`src/verilog/raws_pkg.sv`:
```
package raws_pkg;
	// ----------------------------------------
	// Register offsets
	// ----------------------------------------
	localparam logic [7:0] OFF_WATCHDOG    = 8'h09;
	localparam logic [7:0] OFF_AL_MONTH    = 8'h0A;
	localparam logic [7:0] OFF_AL_DATE     = 8'h0B;
	localparam logic [7:0] OFF_AL_HOUR     = 8'h0C;
	localparam logic [7:0] OFF_AL_MIN      = 8'h0D;
	localparam logic [7:0] OFF_AL_SEC      = 8'h0E;
	localparam logic [7:0] OFF_FLAGS       = 8'h0F;
	localparam logic [7:0] OFF_SQW_RATE    = 8'h13;
	// ----------------------------------------
	// Field positions
	// ----------------------------------------
	localparam int BIT_WD_STEER    = 7;
	localparam int BIT_AFE         = 7;
	localparam int BIT_SQUARE_WAVE_ENABLE_BIT        = 6;
	localparam int BIT_ABE         = 5;
	localparam int BIT_RPT_HI      = 7;
	localparam int BIT_FLAG_WD     = 7;
	localparam int BIT_FLAG_AL     = 6;
	localparam int BIT_RATE_LO     = 4;
	localparam logic [7:0] RESET_ZERO = 8'h00;
	// ----------------------------------------
	// Timing: clock 250 MHz, 4 ns period
	// ----------------------------------------
	localparam int CLK_PERIOD_NS   = 4;
	localparam int OSC_HZ          = 32768;
	localparam int CYC_PER_OSC     = 250000000 / (2 * OSC_HZ); // half period, rounded down
	localparam int REC_MIN_MS      = 96;
	localparam int REC_CYCLES      = (REC_MIN_MS * 1000000 + CLK_PERIOD_NS - 1) / CLK_PERIOD_NS;
	localparam int RQ_FAST_NS      = 200;
	localparam int RQ_FAST_CYCLES  = (RQ_FAST_NS + CLK_PERIOD_NS - 1) / CLK_PERIOD_NS;
	localparam int RQ_SLOW_MS      = 100;
	localparam int RQ_SLOW_CYCLES  = (RQ_SLOW_MS * 1000000 + CLK_PERIOD_NS - 1) / CLK_PERIOD_NS;
	localparam int ALT_REC_US      = 50;
	localparam int ALT_REC_CYCLES  = (ALT_REC_US * 1000 + CLK_PERIOD_NS - 1) / CLK_PERIOD_NS;
	localparam int STOP_REC_MS     = 40;
	localparam int STOP_REC_CYCLES = (STOP_REC_MS * 1000000 + CLK_PERIOD_NS - 1) / CLK_PERIOD_NS;
	// Prescaler taps: tap k is a 32768 / 2^k Hz tick
	localparam int PRE_BITS        = 15;
	localparam int TAP_SIXTEENTH   = 11;
	localparam int TAP_QUARTER     = 13;
	localparam int TAP_SECOND      = 15;
endpackage : raws_pkg

```
`src/verilog/raws_supervisor.sv`:
```
`timescale 1ns/1ps
// Summary of operation
// - Alarm month/date/hour/minute/second registers 0Ah-0Eh are compared with clock
// - Repeat bits select compared fields: second, minute, hour, day, month
// - Undefined repeat codes fire the alarm every second
// - Match sets alarm flag; with flag enable also drives interrupt pin
// - Alarm flag and interrupt withheld while pointer rests on flags address
// - Flags read releases interrupt; second read shows alarm flag cleared
// - In back-up, alarm drives pin only with backup and flag enables set
// - Power-up clears alarm backup enable and alarm flag enable
// - Watchdog register holds 5-bit multiplier and 2-bit resolution; timeout is product
// - Watchdog expiry sets watchdog flag, cleared by flags read
// - Steering zero asserts interrupt; steering one pulses reset for recovery time
// - Reset-steered expiry clears watchdog register and AFE, ABE, SQUARE_WAVE_ENABLE_BIT, FT
// - Either kick-pin edge or watchdog register write restarts the period
// - Writing 00h to watchdog register releases interrupt and disables watchdog
// - Power-up clears watchdog register, watchdog disabled
// - Watchdog interrupt steering wins over frequency test output
// - Four-bit rate field at 13h selects square-wave frequency
// - Square-wave pin active only while enable bit in 0Ah is set
// - 32 kHz pin runs unless oscillator stopped or in back-up
// - Reset output low on supply fail, held recovery time after restore
// - Two filtered reset requests act like a power cycle with recovery release
// - Recovery select and stop bit choose recovery interval, default 96 ms
// - Flags are read-only; alarm and watchdog flags set by events, cleared by reads; battery-low is live
module raws_supervisor #(
	parameter int REC_CYC     = raws_pkg::REC_CYCLES,
	parameter int STOP_CYC    = raws_pkg::STOP_REC_CYCLES,
	parameter int SLOW_CYC    = raws_pkg::RQ_SLOW_CYCLES,
	parameter int HALF_CYC    = raws_pkg::CYC_PER_OSC
) (
	input  wire logic        clock,
	input  wire logic        rstn,
	// Register port from the serial engine
	input  wire logic        regWrite,
	input  wire logic        regRead,
	input  wire logic [7:0]  regAddr,
	input  wire logic [7:0]  regWdata,
	output logic      [7:0]  regRdata,
	input  wire logic [7:0]  addrPointer,
	// Running clock (BCD) and second-update strobe
	input  wire logic        secondsUpdate,
	input  wire logic [7:0]  clockMonth,
	input  wire logic [7:0]  clockDate,
	input  wire logic [7:0]  clockHour,
	input  wire logic [7:0]  clockMin,
	input  wire logic [7:0]  clockSec,
	// Control bits held elsewhere
	input  wire logic        oscillatorStopBit,
	input  wire logic        recoveryTimeSelect,
	input  wire logic        outputLevelBit,
	input  wire logic        batteryLow,
	input  wire logic        batteryBackup,
	input  wire logic        powerFailTrip,
	// Pins
	input  wire logic        watchdogKickInput,
	input  wire logic        resetRequestFastN,
	input  wire logic        resetRequestSlowN,
	output logic             sharedIrqOut,
	output logic             sharedIrqOeN,
	output logic             resetOut,
	output logic             resetOeN,
	output logic             squareWavePin,
	output logic             fixed32kClockPin,
	output logic             frequencyTestBit
);
	// ----------------------------------------
	// Registers
	// ----------------------------------------
	logic [7:0]  wdCtrl_ff;
	logic [7:0]  alMonth_ff;
	logic [7:0]  alDate_ff;
	logic [7:0]  alHour_ff;
	logic [7:0]  alMin_ff;
	logic [7:0]  alSec_ff;
	logic [3:0]  sqwRate_ff;
	logic        ftBit_ff;
	logic        wdFlag_ff;
	logic        alFlag_ff;
	logic        alIrq_ff;
	logic        wdIrq_ff;
	logic        alPending_ff;
	logic        kickPrev_ff;
	logic [31:0] wdCnt_ff;
	logic [31:0] recCnt_ff;
	logic        rstActive_ff;
	logic        sqw_ff;
	logic        fixed_32k_clock_pin_ff;
	logic [7:0]  rdata_ff;

	logic        oscTick;
	logic [15:0] chain;
	logic        fastReq;
	logic        slowReq;
	logic        flagsRead;
	logic        wdWrite;
	logic        wdExpire;
	logic        wdStep;
	logic        onFlags;
	logic [4:0]  rpt;
	logic        match;
	logic [31:0] recLen;
	logic        resetCause;

	raws_prescaler #(.HALF_CYCLES(HALF_CYC)) uPre (
		.clock   (clock),
		.rstn    (rstn),
		.run     (!oscillatorStopBit),
		.oscTick (oscTick),
		.chain   (chain)
	);
	raws_pulse_filter #(.MIN_CYCLES(raws_pkg::RQ_FAST_CYCLES)) uFast (
		.clock     (clock),
		.rstn      (rstn),
		.reqN      (resetRequestFastN),
		.qualified (fastReq)
	);
	raws_pulse_filter #(.MIN_CYCLES(SLOW_CYC)) uSlow (
		.clock     (clock),
		.rstn      (rstn),
		.reqN      (resetRequestSlowN),
		.qualified (slowReq)
	);

	// Chain bits 0..k all ones: one tick of 32768/2^k Hz, since the chain steps at twice 32768 Hz
	function automatic logic tapTick(input logic [15:0] ch, input int k);
		tapTick = 1'b1;
		for (int i = 0; i < 16; i++)
			if (i <= k && !ch[i])
				tapTick = 1'b0;
	endfunction : tapTick

	assign flagsRead = regRead && (regAddr == raws_pkg::OFF_FLAGS);
	assign wdWrite   = regWrite && (regAddr == raws_pkg::OFF_WATCHDOG);
	assign onFlags   = (addrPointer == raws_pkg::OFF_FLAGS);
	assign rpt = {alDate_ff[6], alDate_ff[7], alHour_ff[7], alMin_ff[7], alSec_ff[7]};

	// ----------------------------------------
	// Alarm compare
	// ----------------------------------------
	// Field equality ignoring the repeat bit
	function automatic logic fieldEq(input logic [7:0] a, input logic [7:0] b, input logic [7:0] m);
		fieldEq = ((a ^ b) & m) == 8'h00;
	endfunction : fieldEq

	always_comb
	begin
		logic s;
		logic mi;
		logic h;
		logic d;
		logic mo;
		s  = fieldEq(alSec_ff, clockSec, 8'h7F);
		mi = fieldEq(alMin_ff, clockMin, 8'h7F);
		h  = fieldEq(alHour_ff, clockHour, 8'h3F);
		d  = fieldEq(alDate_ff, clockDate, 8'h3F);
		mo = fieldEq(alMonth_ff, clockMonth, 8'h1F);
		case (rpt)
			5'b11111: match = 1'b1;
			5'b11110: match = s;
			5'b11100: match = s && mi;
			5'b11000: match = s && mi && h;
			5'b10000: match = s && mi && h && d;
			5'b00000: match = s && mi && h && d && mo;
			default:  match = 1'b1;
		endcase
	end

	// ----------------------------------------
	// Alarm flag and interrupt; set beats read-clear
	// ----------------------------------------
	always_ff @(posedge clock)
	begin
		if (!rstn || resetCause)
		begin
			alFlag_ff    <= 1'b0;
			alIrq_ff     <= 1'b0;
			alPending_ff <= 1'b0;
		end
		else
		begin
			// Held event waits out the pointer sitting on flags
			if (secondsUpdate && match)
				alPending_ff <= 1'b1;
			else if (!onFlags)
				alPending_ff <= 1'b0;
			if (alPending_ff && !onFlags)
			begin
				alFlag_ff <= 1'b1;
				alIrq_ff  <= alMonth_ff[raws_pkg::BIT_AFE] &&
					(!batteryBackup || alMonth_ff[raws_pkg::BIT_ABE]);
			end
			else if (flagsRead)
			begin
				alFlag_ff <= 1'b0;
				alIrq_ff  <= 1'b0;
			end
		end
	end

	// ----------------------------------------
	// Register writes; power-up and reset-steered expiry clear control bits
	// ----------------------------------------
	always_ff @(posedge clock)
	begin
		if (!rstn)
		begin
			wdCtrl_ff  <= raws_pkg::RESET_ZERO;
			alMonth_ff <= raws_pkg::RESET_ZERO;
			alDate_ff  <= raws_pkg::RESET_ZERO;
			alHour_ff  <= raws_pkg::RESET_ZERO;
			alMin_ff   <= raws_pkg::RESET_ZERO;
			alSec_ff   <= raws_pkg::RESET_ZERO;
			sqwRate_ff <= 4'h0;
			ftBit_ff   <= 1'b0;
		end
		else if (wdExpire && wdCtrl_ff[raws_pkg::BIT_WD_STEER])
		begin
			wdCtrl_ff  <= raws_pkg::RESET_ZERO;
			alMonth_ff <= alMonth_ff & 8'h1F;
			ftBit_ff   <= 1'b0;
		end
		else if (regWrite)
		begin
			case (regAddr)
				raws_pkg::OFF_WATCHDOG: wdCtrl_ff  <= regWdata;
				raws_pkg::OFF_AL_MONTH: alMonth_ff <= regWdata;
				raws_pkg::OFF_AL_DATE:  alDate_ff  <= regWdata;
				raws_pkg::OFF_AL_HOUR:  alHour_ff  <= regWdata;
				raws_pkg::OFF_AL_MIN:   alMin_ff   <= regWdata;
				raws_pkg::OFF_AL_SEC:   alSec_ff   <= regWdata;
				raws_pkg::OFF_SQW_RATE: sqwRate_ff <= regWdata[7:raws_pkg::BIT_RATE_LO];
				default:                ftBit_ff   <= ftBit_ff;
			endcase
		end
	end

	// ----------------------------------------
	// Watchdog counter, counts resolution steps
	// ----------------------------------------
	always_comb
	begin
		case (wdCtrl_ff[1:0])
			2'b00:   wdStep = tapTick(chain, raws_pkg::TAP_SIXTEENTH);
			2'b01:   wdStep = tapTick(chain, raws_pkg::TAP_QUARTER);
			2'b10:   wdStep = tapTick(chain, raws_pkg::TAP_SECOND);
			default: wdStep = tapTick(chain, raws_pkg::TAP_SECOND);
		endcase
	end
	// Four-second steps count four one-second ticks; low bits of count reused
	assign wdExpire = oscTick && wdStep && (wdCtrl_ff[6:2] != 5'h00) &&
		(wdCnt_ff[31:2] + 30'h1 >= {25'h0, wdCtrl_ff[6:2]}) &&
		((wdCtrl_ff[1:0] != 2'b11) || (wdCnt_ff[1:0] == 2'b11));

	always_ff @(posedge clock)
	begin
		if (!rstn)
			kickPrev_ff <= 1'b0;
		else
			kickPrev_ff <= watchdogKickInput;
	end

	always_ff @(posedge clock)
	begin
		if (!rstn || wdWrite || (kickPrev_ff != watchdogKickInput) || wdExpire)
			wdCnt_ff <= 32'h0;
		else if (oscTick && wdStep)
			wdCnt_ff <= (wdCtrl_ff[1:0] == 2'b11) ? wdCnt_ff + 32'h1 : wdCnt_ff + 32'h4;
	end

	// Watchdog flag and interrupt; expiry wins over read-clear
	always_ff @(posedge clock)
	begin
		if (!rstn)
		begin
			wdFlag_ff <= 1'b0;
			wdIrq_ff  <= 1'b0;
		end
		else
		begin
			if (wdExpire)
				wdFlag_ff <= 1'b1;
			else if (flagsRead)
				wdFlag_ff <= 1'b0;
			if (wdExpire && !wdCtrl_ff[raws_pkg::BIT_WD_STEER])
				wdIrq_ff <= 1'b1;
			else if (wdWrite && regWdata == 8'h00)
				wdIrq_ff <= 1'b0;
		end
	end

	// ----------------------------------------
	// Reset output and recovery time
	// ----------------------------------------
	assign resetCause = powerFailTrip || fastReq || slowReq ||
		(wdExpire && wdCtrl_ff[raws_pkg::BIT_WD_STEER]);
	assign recLen = recoveryTimeSelect ? 32'(raws_pkg::ALT_REC_CYCLES) :
		(oscillatorStopBit ? 32'(STOP_CYC) : 32'(REC_CYC));

	always_ff @(posedge clock)
	begin
		if (!rstn)
		begin
			rstActive_ff <= 1'b1;
			recCnt_ff    <= 32'h0;
		end
		else if (resetCause)
		begin
			rstActive_ff <= 1'b1;
			recCnt_ff    <= 32'h0;
		end
		else if (rstActive_ff)
		begin
			// Recovery measured from cause release
			if (recCnt_ff + 32'h1 >= recLen)
				rstActive_ff <= 1'b0;
			recCnt_ff <= recCnt_ff + 32'h1;
		end
	end
	assign resetOut = 1'b0;
	assign resetOeN = !rstActive_ff;

	// ----------------------------------------
	// Square wave and 32 kHz outputs
	// ----------------------------------------
	always_ff @(posedge clock)
	begin
		if (!rstn)
		begin
			sqw_ff  <= 1'b0;
			fixed_32k_clock_pin_ff <= 1'b0;
		end
		else
		begin
			fixed_32k_clock_pin_ff <= !oscillatorStopBit && !batteryBackup && chain[0];
			if (sqwRate_ff == 4'h0 || !alMonth_ff[raws_pkg::BIT_SQUARE_WAVE_ENABLE_BIT])
				sqw_ff <= 1'b0;
			else if (sqwRate_ff == 4'h1)
				sqw_ff <= chain[0];
			else
				sqw_ff <= chain[sqwRate_ff];
		end
	end
	assign squareWavePin    = sqw_ff;
	assign fixed32kClockPin = fixed_32k_clock_pin_ff;
	assign frequencyTestBit = ftBit_ff;

	// ----------------------------------------
	// Shared interrupt pin: alarm/watchdog, then test tone, then level
	// ----------------------------------------
	always_comb
	begin
		sharedIrqOut = 1'b0;
		if (alIrq_ff || wdIrq_ff)
			sharedIrqOeN = 1'b0;
		else if (ftBit_ff && !oscillatorStopBit)
			sharedIrqOeN = chain[6];
		else
			sharedIrqOeN = outputLevelBit;
	end

	// Read data: flags carry their live state
	always_ff @(posedge clock)
	begin
		if (!rstn)
			rdata_ff <= 8'h00;
		else if (regRead)
		begin
			case (regAddr)
				raws_pkg::OFF_WATCHDOG: rdata_ff <= wdCtrl_ff;
				raws_pkg::OFF_AL_MONTH: rdata_ff <= alMonth_ff;
				raws_pkg::OFF_AL_DATE:  rdata_ff <= alDate_ff;
				raws_pkg::OFF_AL_HOUR:  rdata_ff <= alHour_ff;
				raws_pkg::OFF_AL_MIN:   rdata_ff <= alMin_ff;
				raws_pkg::OFF_AL_SEC:   rdata_ff <= alSec_ff;
				raws_pkg::OFF_FLAGS:    rdata_ff <= {wdFlag_ff, alFlag_ff, 1'b0, batteryLow, 4'h0};
				raws_pkg::OFF_SQW_RATE: rdata_ff <= {sqwRate_ff, 4'h0};
				default:                rdata_ff <= 8'h00;
			endcase
		end
	end
	assign regRdata = rdata_ff;

	// ----------------------------------------
	// Checks
	// ----------------------------------------
	AST_WD_IRQ: assert property (@(posedge clock) disable iff (!rstn)
		wdExpire && !wdCtrl_ff[7] |=> !sharedIrqOeN)
		else $error("watchdog timeout did not drive interrupt");
	AST_WD_RST: assert property (@(posedge clock) disable iff (!rstn)
		wdExpire && wdCtrl_ff[7] |=> wdCtrl_ff == 8'h00 && !resetOeN && !alMonth_ff[7])
		else $error("reset-steered timeout did not clear controls");
	AST_WD_CLR: assert property (@(posedge clock) disable iff (!rstn)
		wdWrite && regWdata == 8'h00 && !wdExpire && !alIrq_ff |=> !wdIrq_ff)
		else $error("watchdog interrupt not released");
	AST_AL_HOLD: assert property (@(posedge clock) disable iff (!rstn)
		onFlags && !alFlag_ff |=> !$rose(alFlag_ff))
		else $error("alarm flag set while pointer on flags");
	AST_AL_SET: assert property (@(posedge clock) disable iff (!rstn || resetCause)
		secondsUpdate && match && !onFlags ##1 !onFlags && !resetCause |=> alFlag_ff)
		else $error("alarm flag not set on match");
	AST_FLAG_RD: assert property (@(posedge clock) disable iff (!rstn)
		flagsRead && !wdExpire |=> !wdFlag_ff)
		else $error("watchdog flag not cleared by read");
	AST_KICK: assert property (@(posedge clock) disable iff (!rstn)
		kickPrev_ff != watchdogKickInput |=> wdCnt_ff == 32'h0)
		else $error("kick edge did not restart watchdog");
	AST_RST_CAUSE: assert property (@(posedge clock) disable iff (!rstn)
		powerFailTrip |=> !resetOeN ##1 !resetOeN)
		else $error("reset not held after power fail");
	AST_SQW_OFF: assert property (@(posedge clock) disable iff (!rstn)
		!alMonth_ff[6] |=> !squareWavePin)
		else $error("square wave active while disabled");
endmodule : raws_supervisor

```
`src/verilog/raws_pulse_filter.sv`:
```
`timescale 1ns/1ps
// Low-level qualifier: asserts request after input held low for minimum time,
// holds it until the input returns high.
module raws_pulse_filter #(
	parameter int MIN_CYCLES = 50
) (
	input  wire logic clock,
	input  wire logic rstn,
	input  wire logic reqN,
	output logic      qualified
);
	logic [31:0] lowCnt_ff;
	// ----------------------------------------
	// Count low time, shorter pulses are dropped
	// ----------------------------------------
	always_ff @(posedge clock)
	begin
		if (!rstn || reqN)
			lowCnt_ff <= 32'h0;
		else if (lowCnt_ff < 32'(MIN_CYCLES))
			lowCnt_ff <= lowCnt_ff + 32'h1;
	end
	assign qualified = (lowCnt_ff >= 32'(MIN_CYCLES)) && !reqN;
endmodule : raws_pulse_filter

```
`src/verilog/raws_prescaler.sv`:
```
`timescale 1ns/1ps
// Oscillator divider: makes a tick at twice 32768 Hz and a binary chain of taps.
module raws_prescaler #(
	parameter int HALF_CYCLES = 3814
) (
	input  wire logic        clock,
	input  wire logic        rstn,
	input  wire logic        run,
	output logic             oscTick,
	output logic [15:0]      chain
);
	logic [15:0] divCnt_ff;
	logic [15:0] chain_ff;
	// ----------------------------------------
	// Fast clock to oscillator rate; chain bit 0 is the 32 kHz square wave
	// ----------------------------------------
	always_ff @(posedge clock)
	begin
		if (!rstn || !run)
		begin
			divCnt_ff <= 16'h0;
			chain_ff  <= 16'h0;
		end
		else if (divCnt_ff == 16'(HALF_CYCLES - 1))
		begin
			divCnt_ff <= 16'h0;
			chain_ff  <= chain_ff + 16'h1;
		end
		else
			divCnt_ff <= divCnt_ff + 16'h1;
	end
	assign oscTick = run && (divCnt_ff == 16'(HALF_CYCLES - 1));
	assign chain   = chain_ff;
endmodule : raws_prescaler

```
`config.mk`:
```
export PLATFORM = sky130hd
export DESIGN_NAME = raws_supervisor
export DESIGN_NICKNAME = d
export VERILOG_FILES = /design/src/verilog/raws_pkg.sv /design/src/verilog/raws_supervisor.sv /design/src/verilog/raws_pulse_filter.sv /design/src/verilog/raws_prescaler.sv
export SDC_FILE = /design/constraint.sdc
export NUM_CORES = 1
export LEC_CHECK = 0
export ABC_AREA = 1
export BUFFER_PORTS_ARGS = -buffer_cell sky130_fd_sc_hd__buf_2
export CAP_MARGIN = 0
export CORE_MARGIN = 4
export CORE_UTILIZATION = 40
export CTS_CLUSTER_SIZE = 30
export DETAILED_ROUTE_END_ITERATION = 16
export MAX_ROUTING_LAYER = met4
export SLEW_MARGIN = 20
export SYNTH_ARGS = -nofsm -noshare
export SYNTH_HDL_FRONTEND = slang
export SYNTH_SLANG_ARGS = --single-unit
```
`constraint.sdc`:
```
create_clock -name clock -period 7.98 [get_ports clock]
set_input_delay 0.399 -clock clock [delete_from_list [all_inputs] [get_ports clock]]
set_output_delay 0.399 -clock clock [all_outputs]
set_load 0.01 [all_outputs]
```
# Word-level counts from Yosys, hierarchy flattened
# Index checks and enable logic that the tools add are counted.
[totals]
regBits = 229
in_bits = 78
out_inout_bits = 15
[op_classes]
add_sub_neg = 8
order_cmp = 7
eq_ne = 21
mux = 36
n_bitwise = 7
reduce_logical = 69
[op_table]
columns = ["cell", "count"]
rows = [
  ["32-bit by 1-bit adder with 32-bit output, second input constant", 4],
  ["8-bit by 4-bit equality test with 1-bit output, second input constant", 8],
  ["8-bit case mux with 8 select lines", 1],
  ["25-bit 2-to-1 mux", 2],
  ["8-bit logical NOT", 6],
  ["16-bit by 1-bit adder with 16-bit output, second input constant", 2],
  ["32-bit by 3-bit adder with 32-bit output, second input constant", 1],
  ["32-bit by 25-bit greater-or-equal comparator with 1-bit output", 1],
  ["32-bit by 25-bit greater-or-equal comparator with 1-bit output, second input constant", 1],
  ["32-bit by 6-bit greater-or-equal comparator with 1-bit output, second input constant", 1],
  ["32-bit by 25-bit < comparator with 1-bit output, second input constant", 1],
  ["32-bit by 6-bit < comparator with 1-bit output, second input constant", 1],
  ["32-bit 2-to-1 mux", 1],
  ["30-bit by 1-bit adder with 30-bit output, second input constant", 1],
  ["30-bit by 5-bit greater-or-equal comparator with 1-bit output", 1],
  ["1-bit 2-to-1 mux", 29],
  ["1-bit logical AND", 21],
  ["5-bit equality test, second input constant", 4],
  ["3-bit AND reduction", 6],
  ["16-bit by 12-bit equality test with 1-bit output, second input constant", 1],
  ["1-bit logical OR", 14],
  ["7-bit XOR", 2],
  ["6-bit XOR", 2],
  ["1-bit logical NOT", 9],
  ["20 further kinds", 28],
]

# Logic depth before layout (Yosys ltp)
[depth]
ltp_word = 24
ltp_mapped = 22
ltp_nobuf = 22

# By module
# From an unflattened synthesis, not the netlist that was laid out.
[hier_totals]
cells_unflattened = 2266
area_unflattened_um2 = 14345.0
[modules_own_cells]
columns = ["module", "n_inst", "cells_per_inst", "area_each_um2"]
rows = [
  ["raws_supervisor", 1, 1479, 9162.5],
  ["raws_pulse_filter at uSlow", 1, 324, 2047.0],
  ["raws_prescaler", 1, 294, 1886.8],
  ["raws_pulse_filter at uFast", 1, 169, 1248.7],
]

# Worst setup path after synthesis
# OpenSTA, ideal clock, no wires.
[synth_timing]
kind = "flip-flop to flip-flop"
startpoint = "reg recCnt_ff[0]"
endpoint = "reg rstActive_ff"
arrival_ns = 2.786
slack_ns = 5.081
stages_incl_launch_ff = 23
n_path_buf = 0
cell_sequence = "dfxtp_1 > ha_1 > nand2_1 > nor2_1 > nand2_1 > nor2_1 > nand2_1 > nor2_1 > nand4_1 > nor3_1 > inv_1 > nand2_1 > inv_1 > ha_1 > inv_1 > nor3_1 > nand2_1 > o311ai_0 > o21ai_0 > inv_1 > nand2_1 > nand3_1 > nand2_1"
[synth_between]
elab_chain_len = 4
[synth_rtl]
columns = ["element", "line_no", "source"]
rows = [
  ["start, declared", "raws_supervisor.sv:85", "logic [31:0] recCnt_ff;"],
  ["start signal, assigned", "raws_supervisor.sv:317", "recCnt_ff <= recCnt_ff + 32'h1;"],
  ["32-bit by 1-bit adder with 32-bit output", "raws_supervisor.sv:315", "if (recCnt_ff + 32'h1 >= recLen)"],
  ["32-bit by 25-bit greater-or-equal comparator with 1-bit output", "raws_supervisor.sv:315", ""],
  ["1-bit 2-to-1 mux", "raws_supervisor.sv:315", ""],
  ["1-bit 2-to-1 mux", "raws_supervisor.sv:312", "else if (rstActive_ff)"],
  ["end signal, assigned", "raws_supervisor.sv:304", "rstActive_ff <= 1'b1;"],
  ["end signal, assigned", "raws_supervisor.sv:309", "rstActive_ff <= 1'b1;"],
  ["end signal, assigned", "raws_supervisor.sv:316", "rstActive_ff <= 1'b0;"],
  ["end, declared", "raws_supervisor.sv:86", "logic rstActive_ff;"],
]
# No other way between the ends.
# A chain may end at the register's enable or synchronous reset.

# Worst setup path after layout
[layout_timing]
startpoint = "reg uPre.divCnt_ff[0]"
endpoint = "reg recCnt_ff[26]"
[layout_between]
elab_chain_len = 9
[layout_rtl]
columns = ["element", "line_no", "source"]
rows = [
  ["start, declared", "raws_prescaler.sv:12", "logic [15:0] divCnt_ff;"],
  ["start signal, assigned", "raws_prescaler.sv:30", "divCnt_ff <= divCnt_ff + 16'h1;"],
  ["16-bit by 12-bit equality test with 1-bit output", "raws_prescaler.sv:32", "assign oscTick = run && (divCnt_ff == 16'(HALF_CYCLES - 1));"],
  ["1-bit logical AND", "raws_prescaler.sv:32", ""],
  ["1-bit logical AND (3 in a row)", "raws_supervisor.sv:251", "assign wdExpire = oscTick && wdStep && (wdCtrl_ff[6:2] != 5'h00) &&"],
  ["1-bit logical AND", "raws_supervisor.sv:252", "(wdCnt_ff[31:2] + 30'h1 >= {25'h0, wdCtrl_ff[6:2]}) &&"],
  ["1-bit logical AND", "raws_supervisor.sv:296", "(wdExpire && wdCtrl_ff[raws_pkg::BIT_WD_STEER]);"],
  ["1-bit logical OR", "raws_supervisor.sv:295", "assign resetCause = powerFailTrip || fastReq || slowReq ||"],
  ["2-bit OR reduction (no source line)", "--", ""],
]
# No other way between the ends.

==> run metrics <==
setup tns final=0 ps; 1st-iter DRT viols=821; global route overflow=0; PortBufs=80; Hold Buf Count CTS=0; Die W=189.8 um; peak supply drop=0.1411 mV; share of the synthesized area in the top cell type=0.3466; Worst-path clk slew=60 ps; Post-CTS Resized=0; core area=32,620 um2; Max Slew Vio Count=0; Starting Density=0.4055; worst-skew pair later-pin latency=530 ps; fillcell total=3,392; largest net degree at the start of global routing=54; crit path max fanout=53; PwrDens=166.5 nW/um2; Yosys top cell by area=dfxtp_1; via count=12,730; sequential share of the synthesized area=0.3466; final setup vio count=0; Worst slew margin=0.3341; routed wire length=35,320 um; initial antenna violation count=0; TritonCTS buffer count=26; area of the multi-input gates=7208 um2; most frequent cell after synthesis=nand2_1; Nets=2,195; n_diodes=0; Syn Std Cell Area=13,230 um2; vias in the first global route=11,980; Distinct cells, synth=51; CTS tree=yes; Row Count=66; Cell Count, Final, Fillers Out=2,544; # clock sinks=229; synthesized instance count=2,026; Final min period=3765 ps; All-Layer GR Usage=0.1980; Seq. cell area=4584 um2; Final Power=2.469 mW; status=completed; max cap viols=0; fmax=265.6 MHz; share of layout cells above drive strength 1=0.07517; H-tree Lvls=1; asr flop ratio synth=0; Setup crit start kind=flop; syn_area_per_cell=6.528 um2; Final Cycle Share=0.4718; Hold Fails Final Rpt=0; via/cell ratio=5.005; WP data arrival=4170 ps; maximum clock path buffer count=3; die area=36,040 um2; die height=189.8 um; Post-synth top cells=471 x nand2_1, 304 x inv_1, 299 x nor2_1; first-pass GRT wire length=58,980 um; Pre-antenna DRT Iters=5; CP required=8380 ps; Post-synth top flop=dfxtp_1; RSZ-0062 raised after global routing=false; Setup Skew=11.46 ps; worst min path class=input port to flop; Post-Place Cells=2,498; slew of the pin with the lowest slew margin=992.7 ps; hpwl dp=26,220 um; clk root buf=clkbuf_16; Wirelength per Cell=13.88 um; WS Path Type=flop to flop; top cells by area, synth=dfxtp_1 35%, nand2_1 13%, inv_1 8.6%; Post-CTS Setup Bufs=0; remaining antenna violation count=0; #FFs+latches synth=229; Residual DRC=0; Setup crit end kind=flop; routability cong.=0.9387; EDFF count, synth=0; I/O pin cnt=93; Static Leakage=5.773 nW; Syn. warnings=0; area grow syn2layout=12.11%
-- report_power, final --
group / switching [mW] / leakage, nW / internal (mW)
Sequential: 0.00249 / 1.85 / 1.15
Clock: 0.485 / 0.431 / 0.741
Combinational: 0.0636 / 3.50 / 0.0312
Total: 0.551 / 5.77 / 1.92
-- cells by family (layout without fill, tap and decap cells) --
kind of cell | Yosys count | after routing | synth area share
adder cells (fa/ha/maj) | 33 | 33 | 0.03122
XOR/XNOR | 86 | 86 | 0.05695
buffers and inverters | 369 | 443 | 0.1090
AND/OR/NAND/NOR | 1058 | 1058 | 0.3470
AO/OA/AOI/OAI | 249 | 249 | 0.1082
other | 1 | 3 | 0.0002835
flip-flops | 229 | 229 | 0.3466
multiplexers | 1 | 1 | 0.0007568
-- stage by stage --
stage | utilization | setup WS [ps] | hold slack, ps | instance area [um2]
after floorplan | - | 5081 | 408.3 | 13230
after global placement | 0.4277 | 4268 | 416.2 | 13950
after detailed placement | 0.4277 | 4231 | 421.0 | 13950
after global routing | 0.4546 | 3829 | 50.74 | 14830
final | 0.4546 | 4215 | 67.22 | 14830
after CTS | 0.4546 | 4182 | 47.74 | 14830
-- cell usage in the layout, fill, tap and decap left out, types with 33 or more instances in the layout --
master   count
ha_1        33
buf_2       80
xor2_1      64
o21ai_0     76
dfxtp_1    229
nand4_1     87
nand3_1     64
nor2_1     299
nor3_1      71
nand2_1    471
inv_1      304
a21oi_1    103
-- routing by layer --
layer  vias to the layer above  wire length, um  track usage
li1                       6637                -            -
met1                      5718            16580       0.2619
met2                       322            15850       0.3219
met3                        56             1857      0.02312
met4                         0             1034      0.05620
met5                         -                0            -
-- worst paths after layout --
kind / startpoint / end / slack [ps] / cells past startpoint
worst max-delay path: uPre.divCnt_ff[0] / recCnt_ff[26] / 4210 / 11
worst min-delay path: batteryBackup / fixed32kClockPin / 70 / 2
worst max register to register: uPre.divCnt_ff[0] / recCnt_ff[26] / 4210 / 11
worst min register to register: uFast.lowCnt_ff[7] / uFast.lowCnt_ff[7] / 430 / 2
-- flip-flops by register name, indices dropped and copies added, names as in the netlist, 4 cells and up --
register and flops:
uPre.chain 16, uFast.lowCnt_ff 32, regRdata 8, alDate_ff 8, alSec_ff 8, alMonth_ff 8, wdCtrl_ff 8, uPre.divCnt_ff 16
recCnt_ff 32, alHour_ff 8, alMin_ff 8, uSlow.lowCnt_ff 32, wdCnt_ff 32, sqwRate_ff 4
-- area by class of cell --
class | count | share of cell area
multi-input combinational | 1430 | 0.4861
sequential | 229 | 0.3092
inverter | 313 | 0.07923
clock buffer | 36 | 0.04978
tap | 442 | 0.03730
timing repair buffer | 84 | 0.02903
clock inverter | 10 | 0.009366
-- worst max-delay path: stages (launching register included) --
cell     delay, ps
dfxtp_1        370
ha_1           170
nand2_1         80
nor3_1         180
and2_1         250
nand2_2        240
inv_2          310
nand2_1        400
a21oi_1        400
nand3_4        530
nand3_4        570
nor2_1         100
Power figures use the tool's default switching activity.
